**src/stepper_serial_pkg.sv**
```systemverilog
// Purpose: Shared constants and types for the stepper serial register port
// Assumes: 16-bit serial words, two select bits on top, 14 data bits below
// Notes: Reset values are the power-on defaults of the writable registers
package stepper_serial_pkg;

  // Word layout
  localparam int WORD_BITS = 16;
  localparam int DATA_BITS = 14;
  localparam int SEL_HI = 15;
  localparam int SEL_LO = 14;
  localparam logic [4:0] EDGES_PER_WORD = 5'h10;
  localparam logic [4:0] EDGE_SATURATE = 5'h11;

  // Register select codes
  localparam logic [1:0] SEL_CONFIG_A = 2'h0;
  localparam logic [1:0] SEL_CONFIG_B = 2'h1;
  localparam logic [1:0] SEL_RUN = 2'h2;
  localparam logic [1:0] SEL_TABLE = 2'h3;

  // Power-on defaults of the stored data bits
  localparam logic [13:0] CONFIG_A_RST = 14'h271C;
  localparam logic [13:0] CONFIG_B_RST = 14'h1020;
  localparam logic [13:0] RUN_RST = 14'h0A40;

  // Phase table load word fields
  localparam int PARITY_POS = 6;
  localparam int VALUE_BITS = 6;
  localparam int TABLE_DEPTH = 16;
  localparam int TABLE_IDX_BITS = 4;
  localparam logic [3:0] TABLE_LAST = 4'hF;

  // Diagnostic power-on contents: all ones flags a power-on reset
  localparam logic [6:0] FLAGS_RST = 7'h7F;
  localparam logic [7:0] SHORTS_RST = 8'hFF;

  // Default quadrant of the current profile, entry 0 in the low bits
  localparam logic [95:0] PROFILE_RST = 96'hFFE_F3A_E1C_4D2_C69_1E9_7C5_186;

  // Shared fault flags, upper byte of both diagnostic words below the summary
  typedef struct packed {
    logic temp_warning_hi;
    logic temp_warning_lo;
    logic overvoltage_flag;
    logic undervoltage_flag;
    logic stall_flag;
    logic open_load_phase_b;
    logic open_load_phase_a;
  } diag_flags_t;

  // Transfer states
  typedef enum logic {
    XFER_IDLE,
    XFER_SHIFT
  } xfer_state_t;

endpackage

```
**src/profile_table_mem.sv**
```systemverilog
// Purpose: Sixteen-entry quadrant store of the phase current profile
// Assumes: Write and read ports on the system clock
// Notes: Contents return to defaults only on power-on reset
`timescale 1ns/1ps
module profile_table_mem #(
  parameter int DEPTH = 16,
  parameter int WIDTH = 6,
  parameter logic [95:0] INIT = stepper_serial_pkg::PROFILE_RST
) (
  input wire logic clk_i,
  input wire logic rst_n_i,
  input wire logic we_i,
  input wire logic [$clog2(DEPTH)-1:0] waddr_i,
  input wire logic [WIDTH-1:0] wdata_i,
  input wire logic [$clog2(DEPTH)-1:0] raddr_i,
  output logic [WIDTH-1:0] rdata_o
);
  import stepper_serial_pkg::*;

  logic [WIDTH-1:0] mem_q [DEPTH];
  logic [WIDTH-1:0] rdata_d;

  localparam int ADDR_BITS = $clog2(DEPTH);

  // Geometry must match the default image
  if (DEPTH * WIDTH != 96) begin : g_bad_geometry
    $error("Profile store geometry does not match its default image");
  end

  // One storage word per entry, loaded by address match
  for (genvar e = 0; e < DEPTH; e++) begin : g_entry
    always_ff @(posedge clk_i or negedge rst_n_i) begin
      if (!rst_n_i) begin
        mem_q[e] <= INIT[e*WIDTH +: WIDTH];
      end else if (we_i && waddr_i == ADDR_BITS'(e)) begin
        mem_q[e] <= wdata_i;
      end
    end
  end

  // Registered read data
  always_comb begin
    rdata_d = mem_q[raddr_i];
  end

  always_ff @(posedge clk_i or negedge rst_n_i) begin
    if (!rst_n_i) begin
      rdata_o <= INIT[WIDTH-1:0];
    end else begin
      rdata_o <= rdata_d;
    end
  end

endmodule

```
**src/stepper_serial_port.sv**
```systemverilog
// Purpose: Serial register port of a stepper driver, slave side
// Assumes: Serial clock, strobe, data and reset pin are asynchronous pins
// Notes: Pins are oversampled by MCLK_I; serial clock must stay well below it
// Operation
// Shift data in on serial clock rise
// Strobe high: nothing shifts
// Master sends 16 bits, MSB first
// Exactly 16 edges: latch, apply, clear diagnostics
// Wrong edge count: discard, flag transfer error
// Top two bits select the register
// Diagnostic word shifts out MSB first
// Step-angle word only for second configuration
// Strobe fall: drive summary flag out
// Poll with clock held high: no error
// Strobe rise: release serial output
// Both words share upper eight flags
// Low bytes: shorts, or step angle
// Writable registers load defaults at power-on
// Select 11 loads the current profile
// Each value serves eight table locations
// Table index starts at zero, increments
// After sixteen values, table loads ignored
// Defaults alone run the motor
// Each slave has its own strobe
// Odd parity checked; mismatch still stored
// Broken sequence returns index to zero
// Summary flag: shorts, transfer or parity
// Output data changes after clock fall
// Unwritten table entries keep old values
`timescale 1ns/1ps
module stepper_serial_port #(
  parameter int TABLE_ENTRIES = 16
) (
  input wire logic MCLK_I,
  input wire logic RST_N_I,
  input wire logic SCK_I,
  input wire logic SDI_I,
  input wire logic TRANSFER_STROBE_N_I,
  input wire logic RESET_PIN_N_I,
  input wire stepper_serial_pkg::diag_flags_t FAULT_FLAGS_I,
  input wire logic [7:0] SHORT_FAULTS_I,
  input wire logic [5:0] STEP_ANGLE_NUMBER_I,
  output logic SDO_O,
  output logic SDO_OE_N_O,
  output logic [13:0] DRIVE_CONFIG_A_O,
  output logic [13:0] DRIVE_CONFIG_B_O,
  output logic [13:0] MOTION_RUN_CONTROL_O,
  output logic [5:0] PROFILE_VALUE_O
);
  import stepper_serial_pkg::*;

  // Elaboration check: only the sixteen-entry quadrant is served
  if (TABLE_ENTRIES != TABLE_DEPTH) begin : g_bad_depth
    $error("Profile table depth must be sixteen");
  end


  // Pin synchronisers, first stage read only by second stage
  logic [3:0] pin_meta_q;
  logic [3:0] pin_sync_q;
  logic sck_s;
  logic sdi_s;
  logic transfer_strobe_n_s;
  logic rstpin_s;

  always_ff @(posedge MCLK_I or negedge RST_N_I) begin
    if (!RST_N_I) begin
      pin_meta_q <= 4'hC; // Idle levels: reset pin and strobe high
      pin_sync_q <= 4'hC;
    end else begin
      pin_meta_q <= {RESET_PIN_N_I, TRANSFER_STROBE_N_I, SDI_I, SCK_I};
      pin_sync_q <= pin_meta_q;
    end
  end

  assign sck_s = pin_sync_q[0];
  assign sdi_s = pin_sync_q[1];
  assign transfer_strobe_n_s = pin_sync_q[2];
  assign rstpin_s = pin_sync_q[3];

  // Transfer and register state
  xfer_state_t state_q, state_d;
  logic sck_prev_q, sck_prev_d;
  logic transfer_strobe_n_prev_q, transfer_strobe_n_prev_d;
  logic [4:0] edges_q, edges_d;
  logic [15:0] rx_q, rx_d;
  logic sel_b_q, sel_b_d;
  logic sdo_q, sdo_d;
  logic oe_n_q, oe_n_d;
  logic [13:0] cfg_a_q, cfg_a_d;
  logic [13:0] cfg_b_q, cfg_b_d;
  logic [13:0] run_q, run_d;
  logic [3:0] idx_q, idx_d;
  logic full_q, full_d;
  diag_flags_t flags_q, flags_d;
  logic [7:0] shorts_q, shorts_d;
  logic err_q, err_d;
  logic sck_rise;
  logic sck_fall;
  logic transfer_strobe_n_fall;
  logic summary;
  logic [15:0] out_word;
  logic tbl_we;
  logic parity_bad;
  logic clr_diag;
  logic set_err;

  // Edge detection on synchronised pins
  assign sck_rise = sck_s & ~sck_prev_q;
  assign sck_fall = ~sck_s & sck_prev_q;
  assign transfer_strobe_n_fall = ~transfer_strobe_n_s & transfer_strobe_n_prev_q;

  // Summary flag and selected diagnostic word
  assign summary = (|shorts_q) | err_q;
  always_comb begin
    if (sel_b_q) begin
      out_word = {summary, flags_q, 2'h0, STEP_ANGLE_NUMBER_I};
    end else begin
      out_word = {summary, flags_q, shorts_q};
    end
  end

  // Next-state logic for transfer, registers and diagnostics
  always_comb begin
    state_d = state_q;
    sck_prev_d = sck_s;
    transfer_strobe_n_prev_d = transfer_strobe_n_s;
    edges_d = edges_q;
    rx_d = rx_q;
    sel_b_d = sel_b_q;
    sdo_d = sdo_q;
    oe_n_d = oe_n_q;
    cfg_a_d = cfg_a_q;
    cfg_b_d = cfg_b_q;
    run_d = run_q;
    idx_d = idx_q;
    full_d = full_q;
    tbl_we = 1'b0;
    parity_bad = 1'b0;
    clr_diag = 1'b0;
    set_err = 1'b0;
    case (state_q)
      XFER_IDLE: begin
        // Nothing shifts while the strobe is high
        oe_n_d = 1'b1;
        if (transfer_strobe_n_fall) begin
          state_d = XFER_SHIFT;
          edges_d = 5'h00;
          sel_b_d = 1'b0;
          oe_n_d = 1'b0;
          sdo_d = summary;
        end
      end
      XFER_SHIFT: begin
        if (transfer_strobe_n_s) begin
          // Strobe rise ends the frame and releases the line
          state_d = XFER_IDLE;
          oe_n_d = 1'b1;
          sdo_d = 1'b0;
          if (edges_q == EDGES_PER_WORD) begin
            clr_diag = 1'b1;
            case (rx_q[SEL_HI:SEL_LO])
              SEL_CONFIG_A: begin
                cfg_a_d = rx_q[DATA_BITS-1:0];
                idx_d = 4'h0;
                full_d = 1'b0;
              end
              SEL_CONFIG_B: begin
                cfg_b_d = rx_q[DATA_BITS-1:0];
                idx_d = 4'h0;
                full_d = 1'b0;
              end
              SEL_RUN: begin
                run_d = rx_q[DATA_BITS-1:0];
                idx_d = 4'h0;
                full_d = 1'b0;
              end
              SEL_TABLE: begin
                // Sequential profile load, ignored once all sixteen are in
                if (!full_q) begin
                  tbl_we = 1'b1;
                  parity_bad = ~(^rx_q[PARITY_POS:0]);
                  if (idx_q == TABLE_LAST) begin
                    full_d = 1'b1;
                  end else begin
                    idx_d = idx_q + 4'h1;
                  end
                end
              end
              default: begin
                clr_diag = 1'b1;
              end
            endcase
          end else if (edges_q != 5'h00) begin
            set_err = 1'b1;
            idx_d = 4'h0;
            full_d = 1'b0;
          end
          // A frame with no clock edge is a fault poll: no error
        end else begin
          if (sck_rise) begin
            rx_d = {rx_q[14:0], sdi_s};
            if (edges_q != EDGE_SATURATE) begin
              edges_d = edges_q + 5'h01;
            end
            if (edges_q == 5'h01) begin
              sel_b_d = ({rx_q[0], sdi_s} == SEL_CONFIG_B);
            end
          end
          // Next diagnostic bit after each of the first fifteen falling edges
          if (sck_fall && edges_q != 5'h00 && edges_q < EDGES_PER_WORD) begin
            sdo_d = out_word[4'(15 - edges_q)];
          end
        end
      end
      default: begin
        state_d = XFER_IDLE;
        oe_n_d = 1'b1;
      end
    endcase
  end

  // Sticky diagnostics: new flag and short faults win over any clear
  always_comb begin
    flags_d = flags_q | FAULT_FLAGS_I;
    shorts_d = shorts_q | SHORT_FAULTS_I;
    err_d = err_q;
    if (clr_diag) begin
      flags_d = FAULT_FLAGS_I;
      shorts_d = SHORT_FAULTS_I;
      err_d = parity_bad;
    end
    if (set_err) begin
      err_d = 1'b1;
    end
    if (!rstpin_s) begin
      flags_d = FAULT_FLAGS_I;
      shorts_d = SHORT_FAULTS_I;
      err_d = 1'b0;
    end
  end

  // State registers; power-on gives documented defaults
  always_ff @(posedge MCLK_I or negedge RST_N_I) begin
    if (!RST_N_I) begin
      state_q <= XFER_IDLE;
      sck_prev_q <= 1'b0;
      transfer_strobe_n_prev_q <= 1'b1;
      edges_q <= 5'h00;
      rx_q <= 16'h0000;
      sel_b_q <= 1'b0;
      sdo_q <= 1'b0;
      oe_n_q <= 1'b1;
      cfg_a_q <= CONFIG_A_RST;
      cfg_b_q <= CONFIG_B_RST;
      run_q <= RUN_RST;
      idx_q <= 4'h0;
      full_q <= 1'b0;
      flags_q <= FLAGS_RST;
      shorts_q <= SHORTS_RST;
      err_q <= 1'b0;
    end else begin
      state_q <= state_d;
      sck_prev_q <= sck_prev_d;
      transfer_strobe_n_prev_q <= transfer_strobe_n_prev_d;
      edges_q <= edges_d;
      rx_q <= rx_d;
      sel_b_q <= sel_b_d;
      sdo_q <= sdo_d;
      oe_n_q <= oe_n_d;
      cfg_a_q <= cfg_a_d;
      cfg_b_q <= cfg_b_d;
      run_q <= run_d;
      idx_q <= rstpin_s ? idx_d : 4'h0;
      full_q <= rstpin_s ? full_d : 1'b0;
      flags_q <= flags_d;
      shorts_q <= shorts_d;
      err_q <= err_d;
    end
  end

  // Profile store; unwritten entries keep their contents
  profile_table_mem #(
    .DEPTH(TABLE_ENTRIES),
    .WIDTH(VALUE_BITS),
    .INIT(PROFILE_RST)
  ) u_profile (
    .clk_i(MCLK_I),
    .rst_n_i(RST_N_I),
    .we_i(tbl_we),
    .waddr_i(idx_q),
    .wdata_i(rx_q[VALUE_BITS-1:0]),
    .raddr_i(STEP_ANGLE_NUMBER_I[3:0]),
    .rdata_o(PROFILE_VALUE_O)
  );

  // Outputs from flip-flops
  assign SDO_O = sdo_q;
  assign SDO_OE_N_O = oe_n_q;
  assign DRIVE_CONFIG_A_O = cfg_a_q;
  assign DRIVE_CONFIG_B_O = cfg_b_q;
  assign MOTION_RUN_CONTROL_O = run_q;

  // Checks
  property p_idle_no_shift;
    @(posedge MCLK_I) disable iff (!RST_N_I)
    (state_q == XFER_IDLE && !transfer_strobe_n_fall) |=> $stable(rx_q);
  endproperty
  a_idle_no_shift: assert property (p_idle_no_shift) else $error("Shift while strobe high");

  property p_sample_in;
    @(posedge MCLK_I) disable iff (!RST_N_I)
    (state_q == XFER_SHIFT && !transfer_strobe_n_s && sck_rise) |=> rx_q[0] == $past(sdi_s) && rx_q[15:1] == $past(rx_q[14:0]);
  endproperty
  a_sample_in: assert property (p_sample_in) else $error("Serial bit not captured");

  property p_commit_run;
    @(posedge MCLK_I) disable iff (!RST_N_I)
    (state_q == XFER_SHIFT && transfer_strobe_n_s && edges_q == EDGES_PER_WORD && rx_q[15:14] == SEL_RUN)
      |=> run_q == $past(rx_q[13:0]) && !oe_n_q == 1'b0;
  endproperty
  a_commit_run: assert property (p_commit_run) else $error("Run word not latched");

  property p_bad_count;
    @(posedge MCLK_I) disable iff (!RST_N_I)
    (state_q == XFER_SHIFT && transfer_strobe_n_s && edges_q != 5'h00 && edges_q != EDGES_PER_WORD)
      |=> err_q && $stable(cfg_a_q) && $stable(cfg_b_q) && $stable(run_q) && idx_q == 4'h0;
  endproperty
  a_bad_count: assert property (p_bad_count) else $error("Bad frame not rejected");

  property p_poll;
    @(posedge MCLK_I) disable iff (!RST_N_I)
    (state_q == XFER_SHIFT && transfer_strobe_n_s && edges_q == 5'h00 && !err_q && !set_err) ##0 rstpin_s |=> !err_q;
  endproperty
  a_poll: assert property (p_poll) else $error("Poll raised transfer error");

  property p_drive_on_fall;
    @(posedge MCLK_I) disable iff (!RST_N_I)
    (state_q == XFER_IDLE && transfer_strobe_n_fall) |=> !oe_n_q && sdo_q == $past(summary);
  endproperty
  a_drive_on_fall: assert property (p_drive_on_fall) else $error("Summary not driven at strobe fall");

  property p_release;
    @(posedge MCLK_I) disable iff (!RST_N_I)
    (state_q == XFER_SHIFT && transfer_strobe_n_s) |=> oe_n_q ##1 (oe_n_q || state_q == XFER_SHIFT);
  endproperty
  a_release: assert property (p_release) else $error("Output not released");

  property p_table_full;
    @(posedge MCLK_I) disable iff (!RST_N_I)
    (full_q && rstpin_s && state_q == XFER_SHIFT && transfer_strobe_n_s && edges_q == EDGES_PER_WORD
      && rx_q[15:14] == SEL_TABLE) |-> !tbl_we ##1 full_q;
  endproperty
  a_table_full: assert property (p_table_full) else $error("Table load accepted after sixteen");

  property p_other_resets_index;
    @(posedge MCLK_I) disable iff (!RST_N_I)
    (state_q == XFER_SHIFT && transfer_strobe_n_s && edges_q == EDGES_PER_WORD && rx_q[15:14] != SEL_TABLE)
      |=> idx_q == 4'h0 && !full_q;
  endproperty
  a_other_resets_index: assert property (p_other_resets_index) else $error("Index not restarted");

  property p_parity;
    @(posedge MCLK_I) disable iff (!RST_N_I)
    (tbl_we && !(^rx_q[6:0]) && rstpin_s) |=> err_q && summary;
  endproperty
  a_parity: assert property (p_parity) else $error("Parity error not flagged");

  property p_index_step;
    @(posedge MCLK_I) disable iff (!RST_N_I)
    (tbl_we && rstpin_s && idx_q != TABLE_LAST) |=> idx_q == $past(idx_q) + 4'h1;
  endproperty
  a_index_step: assert property (p_index_step) else $error("Table index did not advance");

endmodule

```
**config.mk**
```make
export PLATFORM = sky130hd
export DESIGN_NAME = stepper_serial_port
export DESIGN_NICKNAME = d
export VERILOG_FILES = /design/src/stepper_serial_pkg.sv /design/src/profile_table_mem.sv /design/src/stepper_serial_port.sv
export SDC_FILE = /design/constraint.sdc
export NUM_CORES = 1
export LEC_CHECK = 0
export BUFFER_PORTS_ARGS = -buffer_cell sky130_fd_sc_hd__buf_2
export CAP_MARGIN = 20
export CORE_ASPECT_RATIO = 1.75
export CORE_MARGIN = 3
export CORE_UTILIZATION = 50
export DETAILED_ROUTE_END_ITERATION = 10
export GPL_TIMING_DRIVEN = 0
export PLACE_DENSITY = 0.68
export REMOVE_ABC_BUFFERS = 1
export SYNTH_ARGS = -nofsm -noshare
export SYNTH_HDL_FRONTEND = slang
export SYNTH_SLANG_ARGS = --single-unit
```
**constraint.sdc**
```tcl
create_clock -name MCLK_I -period 3.2 [get_ports MCLK_I]
set_input_delay 0.48 -clock MCLK_I [delete_from_list [all_inputs] [get_ports MCLK_I]]
set_output_delay 0.48 -clock MCLK_I [all_outputs]
set_load 0.05 [all_outputs]
```
# Word level (Yosys, flattened, before mapping)
# Cells that the tools add are included.
# word_totals
reg_bits	200
inputBits	27
out_inout_bits	50
wordCells	193
# classes
add_sub_neg	3
order_cmp	3
n_eq_ne	35
n_mux	66
bitwise	12
n_reduce_logical	33
# ops
cell	count
2-to-1 mux 1 bit	39
equality test 4 bit, second input constant	8
2-to-1 mux 4 bit	7
binary-select mux 6 bit (select 4 bit)	1
2-to-1 mux 8 bit	3
2-to-1 mux 5 bit	4
AND reduction 4 bit	5
logical AND 1 bit	18
equality test 4 x 3 -> 1 bit, second input constant	4
2-to-1 mux 7 bit	2
2-to-1 mux 6 bit	2
case mux 1 bit (2 select lines)	5
case mux 5 bit (2 select lines)	1
equality test 4 x 2 -> 1 bit, second input constant	2
inequality test 2 x 1 -> 1 bit, second input constant	4
inequality test 2 bit, second input constant	4
inequality test 4 bit, second input constant	2
bitwise OR 8 bit	1
case mux 4 bit (2 select lines)	1
OR reduction 8 bit	1
bitwise OR 7 bit	1
parity 7 bit	1
inequality test 3 x 1 -> 1 bit, second input constant	2
AND reduction 3 bit	2
other kinds (24)	32

# Depth between registers and ports, before layout
# Gate-level depths: netlist of the first run.
# depth
word_depth	10
ltp_mapped	8
mapped_depth_nobuf	7

# Cells and area by module
# Synthesis of the first run repeated with hierarchy kept, for this count alone.
# hier_totals
cells_unflattened	580
area_unflattened_um2	8843.5
# by_module_without_submodules
module	instances	cells_each	area_each_um2	seq_area_each_um2
profile_table_mem	1	287	4658.2	2621.3
stepper_serial_port	1	293	4185.3	2493.6

# Worst setup path after synthesis of the first run
# OpenSTA, ideal clock, no wires.
# synth_path
path_type	register to register
start	reg edges_q[0]
end	reg sdo_q (netlist: SDO_O)
arrival_ns	2.248
required_ns	3.074
path_slack_ns	0.825
stages_incl_launch_ff	9
period_less_slack_ns	2.375
cell_sequence	dfrtp_1 buf_2 clkinv_1 ha_1 nor3b_1 or4b_2 nand3_1 a21oi_1 a311o_1
# synth_between
elab_chain_len	6
elab_cells_between_ends	12
cone_classes	add/sub: 1; order compare: 1; eq/ne: 1; mux: 5; reduce/logical: 4
# synth_rtl
item	line	text
start, declared	stepper_serial_port.sv:85	logic [4:0] edges_q, edges_d;
start signal, assigned	stepper_serial_port.sv:266	edges_q <= edges_d;
subtractor 4 bit	stepper_serial_port.sv:212	sdo_d = out_word[4'(15 - edges_q)];
binary-select mux 1 bit (select 4 bit)	stepper_serial_port.sv:212	
2-to-1 mux 1 bit (not written as such)	stepper_serial_port.sv:212	
2-to-1 mux 1 bit	stepper_serial_port.sv:211	if (sck_fall && edges_q != 5'h00 && edges_q < EDGES_PER_WORD) begin
2-to-1 mux 1 bit	stepper_serial_port.sv:155	if (transfer_strobe_n_s) begin
case mux 1 bit (2 select lines)	stepper_serial_port.sv:142	case (state_q)
end signal, assigned	stepper_serial_port.sv:269	sdo_q <= sdo_d;
end, declared	stepper_serial_port.sv:88	logic sdo_q, sdo_d;
# Parallel ways exist; a longest one is shown, timed or not. The select of a mux whose other input is x is not followed.
# A chain may end at the register's enable or synchronous reset.

# Final worst setup path of the first run
# Same ends and word-level chain as after synthesis.

==> metrics.md, run 1 <==
| Metric | Value |
|---|---|
| Status | finished, final reports clean |
| Core Box Area | 0.0171 mm² |
| Worst EP arrival | around 3.1 ns |
| Avg Vias per Cell | between 5 and 6 |
| Hold Vio Cnt, Final | 0 |
| Number of buffers created by CTS | 17 |
| RSZ-0062 raised after global routing | no |
| Worst-margin pin slew | roughly 0.95 ns |
| Clk sink count | 200 |
| Final instance area | between 0.01 and 0.015 mm² |
| Critical path required time | approximately 3.5 ns |
| Maximum clock rate | ~0.36 GHz |
| CTS tree | yes |
| Largest net degree at the start of global routing | ~130 |
| Root buffer cell | clkbuf_16 |
| Power after layout | ~5.3 mW |
| Commonest non-fill, non-tap cell in the layout | mux2_2 |
| LEAKAGE | approximately 4.7 nW |
| Vias in the first global route | 5,396 |
| I/O pins | 77 |
| Post-Syn Instances | 577 |
| Critical Path Sink Type | register |
| Max-cap violations | 0 |
| Dominant synthesized flop cell | dfrtp_1 |
| Min-Delay Path Class | primary input to register |
| DRC errors left | 0 |
| # fillers | around 1,400 |
| Worst Setup Start Kind | register |
| Slew Viols, Final | 0 |
| H-Tree Depth | 4 |
| Synthesis-to-layout area growth | 14.5% |
| Worst path slowest cell | or4b_2 |
| Distinct cells, synth | just over 50 |
| Synth Register Bits | 200 |
| Number of synthesized flops with an enable pin | 0 |
| Reg clk slew, reported paths | approximately 0.08 ns |
| Total GRT Usage | 19.1% |
| Netlist Area Pre-Place | 0.00876 mm² |
| Reg2Reg Setup Slack | 0.38 ns |
| Placer's final routability congestion estimate | roughly 0.8 |
| Skew-Pair Late Insertion Delay | 0.44 ns |
| Vias | 4,971 |
| Starting Density | roughly half |
| Sequential share of the synthesized area | 58.4% |
| Row count | 63 |
| Synthesized area per cell | roughly 15 µm² |
| Maximum clock insertion buffer count | 2 |
| Final setup viols | 0 |
| Routed wire length | about 17,000 µm |
| Die H | 181 µm |
| Critical path type | register to register |
| Final worst-path cycle share | approximately 90% |
| Max_slew headroom | approximately 37% |
| Post-DRT Antenna Nets | 0 |
| Post-CTS Resized | 0 |
| Most frequent cells in the layout | mux2_2, dfrtp_1, dfstp_2 |
| Max IR drop VDD | between 0.3 and 0.4 mV |
| Critical Path Max Stage Delay | around 0.68 ns |
| WL per Instance | just under 20 µm |
| CP max FO | 12 |
| Die area | 0.0192 mm² |
| Critical path cell sequence | clkinv_1 -> ha_1 -> nor3b_1 -> or4b_2 -> nand3_1 -> a21oi_1 -> a311o_1 |
| Post-CTS Setup Bufs | 0 |
| Pwr per Cell Area | about 530 mW/mm² |
| First-pass GRT wire length | about 29,000 µm |
| Asr flop ratio synth | 100% |
| Dpl hpwl | around 12,000 µm |
| GRT Residual Overflow | 0 |
| YS warnings | 0 |
| Horiz. Die Dim | roughly 110 µm |
| Post-CTS Hold Buffers | 1 |
| Port bufs | 76 |
| Final nets | just under 700 |
| Initial antenna violation count | 0 |
| Diodes inserted | 0 |
| Share of cells above drive strength 1 | 60.8% |
| 1st-pass router iterations | 5 |
| 1st-iter DRT viols | between 150 and 200 |
| Post-DP Area | ~0.0094 mm² |
| Setup Skew | around 0.013 ns |
| Final worst path period need | ~2.8 ns |
[power by group]
part,internal (mW),switching (mW)
clock,1.17,1.12
sequential,2.58,0.127
combinational,0.126,0.155
total,3.88,1.40
[logic make-up after synthesis]
group / count (synthesis) / synth area share [%]
AO/OA/AOI/OAI: 39 / 3.01
adder cells (fa/ha/maj): 7 / 0.999
buffers and inverters: 42 / 1.91
AND/OR/NAND/NOR: 87 / 5.70
XOR/XNOR: 9 / 0.899
multiplexers: 193 / 29.1
flip-flops: 200 / 58.4
[per-layer routing]
layer | vias to the layer above | track usage (%) | wire, µm
met1 | 2600 | 23.6 | 6720
met2 | 110 | 33.8 | 9420
met3 | 26 | 3.93 | 676
li1 | 2235 | - | -
met4 | 0 | 5.65 | 290
met5 | - | 0 | 0
[metrics by stage]
| stage | worst slack [ns] | util [%] | setup TNS, ns | instances | hold WS [ns] |
|---|---|---|---|---|---|
| floorplan | 0.0933 | - | 0 | 542 | 0.184 |
| global placement | -1.33 | 54.3 | -180.78 | 845 | 0.333 |
| detailed placement | 0.353 | 54.7 | 0 | 848 | 0.336 |
| CTS | 0.336 | 58.6 | 0 | 881 | 0.120 |
| global route | 0.193 | 58.7 | 0 | 882 | 0.107 |
| finish | 0.384 | 58.7 | 0 | 882 | 0.136 |
[flip-flops by register name, summed over array words and instances, names as in the netlist]
signal                    flops
sck_prev_q                    1
rx_q                         16
SDO_O                         1
MOTION_RUN_CONTROL_O         14
u_profile.mem_q              96
flags_q                       7
edges_q                       5
pin_meta_q                    4
idx_q                         4
sel_b_q                       1
transfer_strobe_n_prev_q      1
DRIVE_CONFIG_A_O             14
pin_sync_q                    4
err_q                         1
SDO_OE_N_O                    1
full_q                        1
u_profile.rdata_o             6
DRIVE_CONFIG_B_O             14
shorts_q                      8
state_q                       1
[cells in the mapped netlist (5+ instances only)]
| cell type | n | share of area, % |
|---|---|---|
| nand3_1 | 6 | 0.34 |
| clkbuf_1 | 26 | 1.1 |
| ha_1 | 7 | 1.0 |
| o21ai_0 | 8 | 0.46 |
| inv_1 | 6 | 0.26 |
| mux4_2 | 32 | 8.2 |
| xnor2_1 | 5 | 0.50 |
| mux2_2 | 152 | 20 |
| mux2_4 | 6 | 1.0 |
| buf_2 | 8 | 0.46 |
| nor2_1 | 18 | 0.77 |
| dfrtp_1 | 112 | 32 |
| dfstp_2 | 88 | 26 |
| nand2_1 | 26 | 1.1 |
| a21o_1 | 15 | 1.3 |
[critical path, delay by kind of cell (launching register included)]
kind | cells | cell delay (ns)
buffers and inverters | 1 | 0.40
AOI/OAI and AO/OA | 2 | 0.39
and+or+nand+nor | 3 | 0.94
DFF | 1 | 0.66
adders and majority gates | 1 | 0.31
[area by class of cell]
cell class | instances | area (µm²) | area share [%]
inverters | 7 | 26.3 | 0.262
multi-input cells | 335 | 3500 | 34.9
clock inverters | 15 | 225 | 2.24
clock buffers | 17 | 425 | 4.24
repair buffers | 81 | 462 | 4.60
well taps | 227 | 284 | 2.83
flip-flops and latches | 200 | 5110 | 51.0
[worst paths after layout]
path / from / end / cells after the start
setup / recovery: edges_q[0] / SDO_O / 7
hold / removal: RESET_PIN_N_I / pin_meta_q[3] / 1
setup reg to reg: edges_q[0] / SDO_O / 7
hold reg to reg: pin_meta_q[0] / pin_sync_q[0] / 0
max in group asynchronous: RST_N_I / u_profile.mem_q[49] / 3
min in group asynchronous: RST_N_I / u_profile.mem_q[93] / 2
Power figures use the tool's default switching activity.
==> run 2, diff against run 1 <==
Settings changed: GPL_TIMING_DRIVEN 0 to 1.
==> run 2 against run 1 <==
Compared with the run above:
- design area is 0.21% lower
- largest power group unchanged
- flip-flop and latch count stayed put
- fmax is 8.4% higher
- core utilization is 0.12 points lower
- power is 1.2% lower
- largest cell class unchanged
- sequential power hardly changed
- highest routed layer unchanged
==> metrics.md, run 2 (synthesized netlist as in run 1, its figures left out) <==
| Metric | Value |
|---|---|
| Status | finished, final reports clean |
| Max-cap violations | 0 (unchanged) |
| Row count | 63 (unchanged) |
| Worst EP arrival | 2.91 ns (-0.22 ns) |
| Pwr per Cell Area | 521 mW/mm² (-0.96%) |
| Critical path required time | 3.51 ns (about the same) |
| Register area | 0.00511 mm² (unchanged) |
| RSZ-0062 raised after global routing | no |
| Horiz. Die Dim | 106 µm (unchanged) |
| Critical R2R Launch | edges_q[2] |
| Final worst path period need | 2.60 ns (-0.219 ns) |
| Max IR drop VDD | 0.444 mV (+28%) |
| 1st-iter DRT viols | 186 (-4.1%) |
| Hold Vio Cnt, Final | 0 (unchanged) |
| Placer's final routability congestion estimate | 0.795 (-1.7%) |
| Final worst-path cycle share | 81.1% (-6.8 points) |
| Maximum clock rate | 0.385 GHz (+8.4%) |
| Vias in the first global route | 5,496 (+1.9%) |
| Post-DP Area | 0.00938 mm² (+0.23%) |
| Root buffer cell | clkbuf_16 |
| Setup TNS | 0 ns (unchanged) |
| Min-Delay Path Class | primary input to async pin |
| Final nets | 679 (+0.44%) |
| Routed wire length | 18,100 µm (+5.7%) |
| Skew-Pair Late Insertion Delay | 0.44 ns (about the same) |
| Most frequent cells in the layout | mux2_2, dfrtp_1, dfstp_2 |
| Port bufs | 76 (unchanged) |
| Post-DRT Antenna Nets | 0 (unchanged) |
| # fillers | 1,356 (+0.22%) |
| Max FFs per register | 96 (unchanged) |
| Synthesis-to-layout area growth | 14.2% |
| Critical Path Sink Type | register |
| Area of the multi-input gates | 0.00350 mm² (unchanged) |
| Post-CTS Setup Bufs | 0 (unchanged) |
| Post-CTS Resized | 0 (unchanged) |
| Core Box Area | 0.0171 mm² (unchanged) |
| Maximum clock insertion buffer count | 2 (unchanged) |
| Commonest non-fill, non-tap cell in the layout | mux2_2 |
| Setup Skew | 0.0180 ns (+0.00462 ns) |
| Total GRT Usage | 20.1% (+0.94 points) |
| Number of buffers created by CTS | 17 (unchanged) |
| CP max FO | 14 (+2) |
| Biggest regs | u_profile.mem_q: 96 flops, rx_q: 16 flops |
| Diodes inserted | 0 (unchanged) |
| Avg Vias per Cell | 5.66 (+0.50%) |
| Worst Setup Start Kind | register |
| Clk sink count | 200 (unchanged) |
| DRC errors left | 0 (unchanged) |
| 1st-pass router iterations | 4 (-1) |
| R2r endpoint | u_profile.mem_q[26] |
| LEAKAGE | 4.65 nW (about the same) |
| Die H | 181 µm (unchanged) |
| Initial antenna violation count | 0 (unchanged) |
| Hold WS | 0.0668 ns (-0.0688 ns) |
| First-pass GRT wire length | 29,800 µm (+3.5%) |
| I/O pins | 77 (unchanged) |
| Reg2Reg Setup Slack | 0.60 ns (+0.22 ns) |
| Final setup viols | 0 (unchanged) |
| Post-CTS Hold Buffers | 0 (-1) |
| Reg clk slew, reported paths | 0.08 ns (about the same) |
| Final instance area | 0.0100 mm² (-0.21%) |
| CTS tree | yes |
| Starting Density | 51.2% (unchanged) |
| Critical path type | register to register |
| Worst-margin pin slew | 0.864 ns (-0.0870 ns) |
| Largest net degree at the start of global routing | 94 (-29%) |
| Max_slew headroom | 42.4% (+5.8 points) |
| Die area | 0.0192 mm² (unchanged) |
| Worst Reg-to-Reg Cells | 5 (-2) |
| GRT Residual Overflow | 0 (unchanged) |
| Slew Viols, Final | 0 (unchanged) |
| Top reg by flops | u_profile.mem_q |
| WL per Instance | 20.4 µm (+5.3%) |
| Dpl hpwl | 12,500 µm (+6.7%) |
| H-Tree Depth | 4 (unchanged) |
| Share of cells above drive strength 1 | 61.1% (+0.33 points) |
| Vias | 5,013 (+0.84%) |
## run 2: cell count changes in the layout (fill, tap and decap cells not counted), sizes merged
| cell | before | now |
|---|---|---|
| clkinvlp | 0 | 1 |
| buf | 80 | 83 |
| clkinv | 6 | 8 |
| clkbuf | 17 | 18 |
| inv | 15 | 12 |
| dlygate4sd3 | 1 | 0 |
## run 2: area by class of cell
cell class              instances  area share [%]
multi-input cells             335            34.9
clock buffers                  17            4.25
well taps                     227            2.84
repair buffers                 84            4.61
flip-flops and latches        200            51.1
clock inverters                15            2.04
inverters                       7           0.262
## run 2: routing by layer
| layer | vias to the layer above | wire (µm) | global-route usage, % |
|---|---|---|---|
| met4 | 0 | 299 | 5.81 |
| li1 | 2238 | - | - |
| met5 | - | 0 | 0 |
| met3 | 25 | 645 | 4.00 |
| met1 | 2660 | 7150 | 24.4 |
| met2 | 90 | 9980 | 35.9 |
## run 2: how the worst max path moves through the flow
stage / end / from / slack, ns / cells after the start
after CTS: u_profile.mem_q[26] / edges_q[2] / 0.61 / 5
after detailed placement: u_profile.mem_q[26] / edges_q[2] / 0.64 / 5
after global placement: u_profile.mem_q[25] / edges_q[2] / 0.71 / 5
after global routing: u_profile.mem_q[26] / edges_q[2] / 0.46 / 5
after floorplan: edges_q[4] / state_q / 0.09 / 5
final: u_profile.mem_q[26] / edges_q[2] / 0.60 / 5
## run 2: through the flow
step	utilization [%]	std cells	power, mW	setup slack, ns
final	58.5	885	5.22	0.603
after global routing	58.5	885	5.42	0.463
after CTS	58.5	885	5.28	0.611
after detailed placement	54.9	853	3.06	0.643
after global placement	54.9	853	3.05	0.708
after floorplan	-	542	2.87	0.0933
## run 2: power by group
part / switching [mW] / internal, mW / total (mW)
logic: 0.167 / 0.132 / 0.299
registers: 0.123 / 2.58 / 2.71
clock network: 1.08 / 1.14 / 2.22
## run 2: worst max-delay path, stage by stage, from the launching register on
cell	delay [ns]
dfrtp_1	0.57
nor4b_4	0.48
nand4_4	0.20
nor3_1	0.36
nand3b_1	0.43
mux2_2	0.42
